`src/wake_wd_pkg.sv`:
```
// Timing constants and state codes for the wake tick and reset sequencer
package wake_wd_pkg;
	localparam int CLK_HZ = 10000000;
	localparam real WAKE_PERIOD_MS = 25.0;
	localparam real RESET_DELAY_MS = 3.0;
	localparam int WAKE_PERIOD_CYC = int'(WAKE_PERIOD_MS * CLK_HZ / 1000.0);
	localparam int HALF_PERIOD_CYC = WAKE_PERIOD_CYC / 2;
	localparam int RESET_DELAY_CYC = int'(RESET_DELAY_MS * CLK_HZ / 1000.0);
	localparam int CNT_W = 24;
	localparam int SYNC_STAGES = 2;
	typedef enum logic [3:0] {
		ST_HOLD = 4'h1,
		ST_DELAY = 4'h2,
		ST_HIGH = 4'h4,
		ST_LOW = 4'h8
	} seq_state_t;
endpackage : wake_wd_pkg

```
`src/wake_watchdog_reset_sequencer.sv`:
```
// Wake tick generator, watchdog monitor and reset sequencer
`timescale 1ns/100ps
`default_nettype none
module wake_watchdog_reset_sequencer
	import wake_wd_pkg::*;
#(
	parameter int WAKE_PERIOD = WAKE_PERIOD_CYC,
	parameter int RESET_DELAY = RESET_DELAY_CYC
) (
	// Clock and reset
	input wire logic CLK,
	input wire logic ARST_N,
	// Regulation status from analog side
	input wire logic OUTPUT_IN_REG,
	// Processor side
	input wire logic WATCHDOG_INPUT,
	output logic WAKE_TICK,
	output logic RESET_N
);
	import wake_wd_pkg::*;

	localparam int HALF = WAKE_PERIOD / 2;
	// One full tick period, high half plus low half
	localparam int FULL = 2 * HALF;

	seq_state_t state, next_state;
	logic [CNT_W-1:0] cnt, next_cnt;
	logic seen, next_seen;
	logic wd_fall;

	wd_edge_sync u_sync (
		.clk(CLK),
		.arst_n(ARST_N),
		.din(WATCHDOG_INPUT),
		.fall(wd_fall)
	);

	wire half_done = cnt == CNT_W'(HALF - 1);
	wire delay_done = cnt == CNT_W'(RESET_DELAY - 1);
	wire first_edge = wd_fall & ~seen & (state == ST_HIGH || state == ST_LOW);
	wire cycle_end = (state == ST_LOW) & half_done;
	// An edge caught in the very last cycle still counts for this cycle
	wire missed = cycle_end & ~(seen | first_edge);

	// Next-state logic; regulation loss overrides every state

	always_comb begin
		next_state = state;
		next_cnt = cnt + CNT_W'(1);
		next_seen = seen | first_edge;
		case (state)
			// Reset held; delay counts only while in regulation
			ST_HOLD: begin
				next_seen = 1'b0;
				if (!OUTPUT_IN_REG) begin
					next_cnt = '0;
				end else if (delay_done) begin
					next_state = ST_DELAY;
					next_cnt = '0;
				end
			end
			// Reset released; tick held low for half a period
			ST_DELAY: begin
				next_seen = 1'b0;
				if (half_done) begin
					next_state = ST_HIGH;
					next_cnt = '0;
				end
			end
			// High half of the tick
			ST_HIGH: begin
				if (half_done) begin
					next_state = ST_LOW;
					next_cnt = '0;
				end
			end
			// Low half; the cycle is judged at its end
			ST_LOW: begin
				if (half_done) begin
					next_state = missed ? ST_HOLD : ST_HIGH;
					next_seen = 1'b0;
					next_cnt = '0;
				end
			end
			default: begin
				next_state = ST_HOLD;
				next_cnt = '0;
			end
		endcase
		if (!OUTPUT_IN_REG) begin
			next_state = ST_HOLD;
			next_cnt = '0;
			next_seen = 1'b0;
		end
	end

	always_ff @(posedge CLK or negedge ARST_N) begin
		if (!ARST_N) begin
			state <= ST_HOLD;
			cnt <= '0;
			seen <= 1'b0;
		end else begin
			state <= next_state;
			cnt <= next_cnt;
			seen <= next_seen;
		end
	end

	// Outputs registered from next-state values
	always_ff @(posedge CLK or negedge ARST_N) begin
		if (!ARST_N) begin
			RESET_N <= 1'b0;
			WAKE_TICK <= 1'b0;
		end else begin
			RESET_N <= next_state != ST_HOLD;
			WAKE_TICK <= next_state == ST_HIGH && !next_seen;
		end
	end

	// Run-length monitors; they feed only the timing assertions below
	logic [CNT_W-1:0] high_run;
	logic [CNT_W-1:0] idle_run;
	logic [CNT_W-1:0] low_run;
	logic [CNT_W-1:0] up_run;
	logic [CNT_W-1:0] per_run;
	logic tick_d;
	wire tick_rise = WAKE_TICK & ~tick_d;
	// Counters saturate so a long power-up hold cannot wrap them
	wire [CNT_W-1:0] high_step = (&high_run) ? high_run : high_run + CNT_W'(1);
	wire [CNT_W-1:0] idle_step = (&idle_run) ? idle_run : idle_run + CNT_W'(1);
	wire [CNT_W-1:0] low_step = (&low_run) ? low_run : low_run + CNT_W'(1);
	wire [CNT_W-1:0] up_step = (&up_run) ? up_run : up_run + CNT_W'(1);
	wire [CNT_W-1:0] per_step = (&per_run) ? per_run : per_run + CNT_W'(1);
	// Cycles of tick high, tick low, reset low, reset high, since last rise
	wire [CNT_W-1:0] next_high_run = WAKE_TICK ? high_step : '0;
	wire [CNT_W-1:0] next_idle_run = WAKE_TICK ? '0 : idle_step;
	wire [CNT_W-1:0] next_low_run = RESET_N ? '0 : low_step;
	wire [CNT_W-1:0] next_up_run = RESET_N ? up_step : '0;
	wire [CNT_W-1:0] next_per_run = tick_rise ? CNT_W'(1) : per_step;

	always_ff @(posedge CLK or negedge ARST_N) begin
		if (!ARST_N) begin
			high_run <= '0;
			idle_run <= '0;
			low_run <= '0;
			up_run <= '0;
			per_run <= '0;
			tick_d <= 1'b0;
		end else begin
			high_run <= next_high_run;
			idle_run <= next_idle_run;
			low_run <= next_low_run;
			up_run <= next_up_run;
			per_run <= next_per_run;
			tick_d <= WAKE_TICK;
		end
	end

	// Timing checks on the tick and the reset pulse
	a_high_max: assert property (@(posedge CLK) disable iff (!ARST_N)
		WAKE_TICK |-> high_run < CNT_W'(HALF))
		else $error("tick high too long");
	a_high_full: assert property (@(posedge CLK) disable iff (!ARST_N)
		$fell(WAKE_TICK) && RESET_N && !seen |-> high_run == CNT_W'(HALF))
		else $error("tick high half wrong length");
	a_low_min: assert property (@(posedge CLK) disable iff (!ARST_N)
		$rose(WAKE_TICK) |-> idle_run >= CNT_W'(HALF))
		else $error("tick low half too short");
	a_tick_period: assert property (@(posedge CLK) disable iff (!ARST_N)
		tick_rise && up_run > CNT_W'(FULL) |-> per_run == CNT_W'(FULL))
		else $error("tick period wrong");
	a_pulse_len: assert property (@(posedge CLK) disable iff (!ARST_N)
		$rose(RESET_N) |-> low_run >= CNT_W'(RESET_DELAY))
		else $error("reset pulse too short");
	a_wake_delay: assert property (@(posedge CLK) disable iff (!ARST_N)
		$rose(WAKE_TICK) |-> up_run >= CNT_W'(HALF))
		else $error("first tick too early");
	a_rise_up: assert property (@(posedge CLK) disable iff (!ARST_N)
		tick_rise |-> RESET_N)
		else $error("tick rose during reset");

	// Functional rule checks
	a_tick_low_reset: assert property (@(posedge CLK) disable iff (!ARST_N)
		!RESET_N |-> !WAKE_TICK) else $error("wake tick high during reset");
	a_edge_drops: assert property (@(posedge CLK) disable iff (!ARST_N)
		first_edge |=> !WAKE_TICK) else $error("wake tick not dropped");
	a_miss_reset: assert property (@(posedge CLK) disable iff (!ARST_N)
		missed && OUTPUT_IN_REG |=> !RESET_N) else $error("missed edge gave no reset");
	a_reg_loss: assert property (@(posedge CLK) disable iff (!ARST_N)
		!OUTPUT_IN_REG |=> !RESET_N) else $error("reset high without regulation");
	a_no_early: assert property (@(posedge CLK) disable iff (!ARST_N)
		$fell(RESET_N) && $past(OUTPUT_IN_REG) |-> $past(missed)) else $error("early reset");
	a_delay_start: assert property (@(posedge CLK) disable iff (!ARST_N)
		$rose(RESET_N) |-> !WAKE_TICK [*8]) else $error("tick too soon after reset");
	a_stays_low: assert property (@(posedge CLK) disable iff (!ARST_N)
		seen && state == ST_HIGH |-> !WAKE_TICK) else $error("tick rose after edge");
	a_restart: assert property (@(posedge CLK) disable iff (!ARST_N)
		$rose(RESET_N) |-> state == ST_DELAY && cnt == '0) else $error("no restart");

	c_tick: cover property (@(posedge CLK) disable iff (!ARST_N) $rose(WAKE_TICK));
	c_kick: cover property (@(posedge CLK) disable iff (!ARST_N) first_edge);
	c_miss: cover property (@(posedge CLK) disable iff (!ARST_N) missed);
	c_reg_loss: cover property (@(posedge CLK) disable iff (!ARST_N) $fell(OUTPUT_IN_REG));
	c_extra_kick: cover property (@(posedge CLK) disable iff (!ARST_N) wd_fall && seen);
endmodule : wake_watchdog_reset_sequencer
`default_nettype wire

```
`src/wd_edge_sync.sv`:
```
// Synchroniser and falling edge detector for the watchdog input
`timescale 1ns/100ps
`default_nettype none
module wd_edge_sync
	import wake_wd_pkg::*;
(
	input wire logic clk,
	input wire logic arst_n,
	input wire logic din,
	output logic fall
);
	logic [SYNC_STAGES:0] sh;
	always_ff @(posedge clk or negedge arst_n) begin
		if (!arst_n) begin
			sh <= '1;
		end else begin
			sh <= {sh[SYNC_STAGES-1:0], din};
		end
	end
	// Stage 0 feeds only stage 1; edge seen between stages 1 and 2
	assign fall = sh[SYNC_STAGES] & ~sh[SYNC_STAGES-1];
endmodule : wd_edge_sync
`default_nettype wire

```
`config.mk`:
```
export PLATFORM = sky130hd
export DESIGN_NAME = wake_watchdog_reset_sequencer
export DESIGN_NICKNAME = d
export VERILOG_FILES = /design/src/wake_wd_pkg.sv /design/src/wake_watchdog_reset_sequencer.sv /design/src/wd_edge_sync.sv
export SDC_FILE = /design/constraint.sdc
export NUM_CORES = 1
export LEC_CHECK = 0
export BUFFER_PORTS_ARGS = -buffer_cell sky130_fd_sc_hd__buf_2
export CORE_UTILIZATION = 35
export CTS_CLUSTER_DIAMETER = 200
export DETAILED_ROUTE_END_ITERATION = 7
export SLEW_MARGIN = 40
export SYNTH_ARGS = -nofsm -noshare
export SYNTH_HDL_FRONTEND = slang
export SYNTH_HIERARCHICAL = 1
export SYNTH_SLANG_ARGS = --single-unit
```
`constraint.sdc`:
```
create_clock -name CLK -period 2.6 [get_ports CLK]
set_input_delay 0.52 -clock CLK [delete_from_list [all_inputs] [get_ports CLK]]
set_output_delay 0.52 -clock CLK [all_outputs]
set_load 0.01 [all_outputs]
```
==> impl_results.md <==
* PortBufs at 5
* Synthesized area at approximately 1800 sq um
* Clock Latency Late Sink at a little under 0.3 ns
* Post-DP HPWL at approximately 2400 microns
* Antenna diode count at 0
* Final slew viol count at 0
* Post-DP Area at just under 2000 sq um
* Hold Vio Cnt, Final at 0
* FMAX at about 420 MHz
* Lkg Pwr at roughly 0.85 nW
* Number of buffers created by CTS at 5
* Via count at ~1400
* Endpoint class of the critical path: flop
* Max Root-Sink Buffers at 2
* Hold_buf cts at 0
* Top post-synthesis cells by area: dfrtp_1, nor2_1, dfstp_2
* FFs w/ async S/R, synth at 100%
* GR Overflow Total at 0
* Filler cells at about 490
* Pin count of the biggest net entering global routing at 35
* Non-filler instance count after layout at roughly 270
* Synth warn at 6
* Final net count at about 210
* CORE AREA at 4850 sq um
* Max Cap Viol at 0
* DIE AREA at between 5000 and 6000 sq um
* CTS resizes at 0
* Post-synthesis simple-gate area fraction at approximately 30%
* CP Class: flop to flop
* Yosys cell types at between 40 and 50
* Residual DRC at 0
* RR Startpoint: state[0]
* Mapped Avg Cell Area at ~9.5 sq um
* Synth Register Bits at 34
* Share of layout cells above drive strength 1 at 14.4%
* Final setup TNS at 0 ns
* Root buffer cell: clkbuf_8
* Ys flop type: dfrtp_1
* I/O Pins at 6
* Total global-route track usage at 15.0%
* Largest family of logic cells by synthesized area: simple AND/OR/NAND/NOR gates
* Fin Clk Skew at between 0.015 and 0.02 ns
* Max VDD drop at between 0.2 and 0.25 mV
* Post-CTS setup buffers at 0
* CP max FO at 10
* Die X at 74.1 microns
* GPL Wtd Cong at 0.797
* Seq/Total Area, Yosys at 47.1%
* Drt first pass iters at 7
* Slew HR at between 60% and 70%
* Post-Syn Nets at 196
* Final setup viols at 0
* Final ANT Viol Nets at 0
* Outcome: finished clean
* Post-Route WL at around 3500 microns
* RSZ-0062 raised after global routing: no
* Reg clk slew, reported paths at around 0.080 ns
* CTS tree: yes
* FF+latch area at about 860 sq um
* Final min period at ~2.4 ns
* Placed Instances at ~260
* Adder-Cell Fraction of Synth Area at less than 1%
* Vert. Die Dim at ~74 microns
* First-pass GRT wire length at between 6000 and 7000 microns
* Vias in the first global route at 1362
* Antenna violations before repair at 0
* Area grow syn2layout at 12.6%
* Multi-input logic area at 907 sq um
* Initial core utilization at 37.5%
* Vias/cell at between 5 and 6
* H-tree levels at 2
* # rows at 25
* Class of the worst hold path: input port to async pin
* Synth Area in XOR/XNOR at approximately a tenth
* CP startpoint kind: flop
* Cells after Synth at 191
* # clock sinks at 34
* Worst Path Arrival at between 2 and 3 ns
* WL per Instance at 13.0 microns
* Post-synth top area cell: dfrtp_1
* Post-synth EDFFs at 0
* Hold_ws at 0.168 ns
* Critical Path RT at ~2.8 ns
* Tcrit/Tclk final at around 90%
* Pwr dens at between 500 and 600 nW/um^2
* Final Util at 42.2%
* Post-layout instance area at around 2000 sq um
* Mux share of post-synthesis cell area at less than 1%
* Top cell type's share of synthesized area at 41.3%
* DRT iter0 DRCs at 58
* Slew @ Worst Pin at 0.535 ns
* Critical Path Source: state[0]
* Compound-Gate Fraction of Synth Area at approximately 8%
[layout make-up]
| cell class | instances | share of cell area [%] |
|---|---|---|
| clock buffer | 7 | 4.22 |
| inverter | 7 | 1.28 |
| timing repair buffer | 9 | 2.81 |
| clock inverter | 1 | 1.47 |
| sequential | 34 | 41.8 |
| multi-input combinational | 144 | 44.3 |
| tap | 67 | 4.10 |
[per-layer routing]
| layer | vias to the layer above | GRT usage (%) | wire (microns) |
|---|---|---|---|
| met1 | 669 | 20.2 | 1740 |
| met3 | 6 | 4.07 | 113 |
| met5 | - | 0 | 0 |
| met2 | 24 | 22.8 | 1590 |
| met4 | 0 | 6.41 | 61 |
| li1 | 690 | - | - |
[state kept, by name, indices dropped and copies added, names as in the netlist]
register and cells:
u_sync/sh 3, state 4, WAKE_TICK 1, cnt 24, RESET_N 1, seen 1
[cells in the final DEF (no fill, tap or decap), types with 3 or more instances in the layout]
cell	Yosys	routed
a21oi_1	4	4
buf_2	5	4
buf_4	0	5
clkbuf_8	0	6
dfrtp_1	30	30
dfstp_2	4	4
inv_1	7	7
nand2_1	12	12
nand3_1	9	9
nand4_1	5	5
nor2_1	36	36
nor2b_1	5	5
nor4_1	10	10
o21ai_0	3	3
xnor2_1	12	12
xor2_1	10	10
[power by group]
group	internal, W	leakage (nW)	switching [W]	total, W
clock	0.000312	0.0585	0.000188	0.000500
combinational	0.00000862	0.331	0.0000223	0.0000309
sequential	0.000537	0.459	0.00000535	0.000542
total	0.000858	0.848	0.000215	0.00107
[cell families after synthesis]
kind of cell               count (synthesis)
buffers and inverters                     13
and+or+nand+nor                           98
AOI/OAI and AO/OA                         22
adders and majority gates                  1
xor gates and xnor gates                  22
DFF                                       34
muxes                                      1
[Yosys cell counts, types with 2 or more instances]
cell      number
a21oi_1        4
a31oi_1        2
and4_2         2
buf_2          5
dfrtp_1       30
dfstp_2        4
inv_1          7
nand2_1       12
nand2b_1       2
nand3_1        9
nand4_1        5
nand4b_1       2
nor2_1        36
nor2b_1        5
nor4_1        10
nor4b_1        2
o21ai_0        3
o31ai_1        2
or4_1          2
xnor2_1       12
xor2_1        10
[stage by stage]
step | worst slack [ns] | total power (W)
finish | 0.237 | 0.00107
floorplan | 0.521 | 0.000566
global placement | 0.359 | 0.000584
CTS | 0.265 | 0.00109
detailed placement | 0.274 | 0.000584
global route | 0.0535 | 0.00111
[worst max-delay path, stage by stage, from the launching register on]
cell and delay (ns):
dfstp_2 0.62, nor4b_1 0.47, inv_1 0.12, nor4_1 0.49, o221ai_1 0.25, nor4_1 0.31
[final timing paths]
| check | endpoint | slack (ns) | depth (start not counted) |
|---|---|---|---|
| max | WAKE_TICK | 0.24 | 5 |
| min | cnt[18] | 0.17 | 1 |
| max reg2reg | WAKE_TICK | 0.24 | 5 |
| min reg2reg | u_sync/sh[1] | 0.36 | 0 |
| max in group asynchronous | state[0] | 2.09 | 1 |
| min in group CLK | u_sync/sh[0] | 0.33 | 1 |
Power figures use the tool's default switching activity.
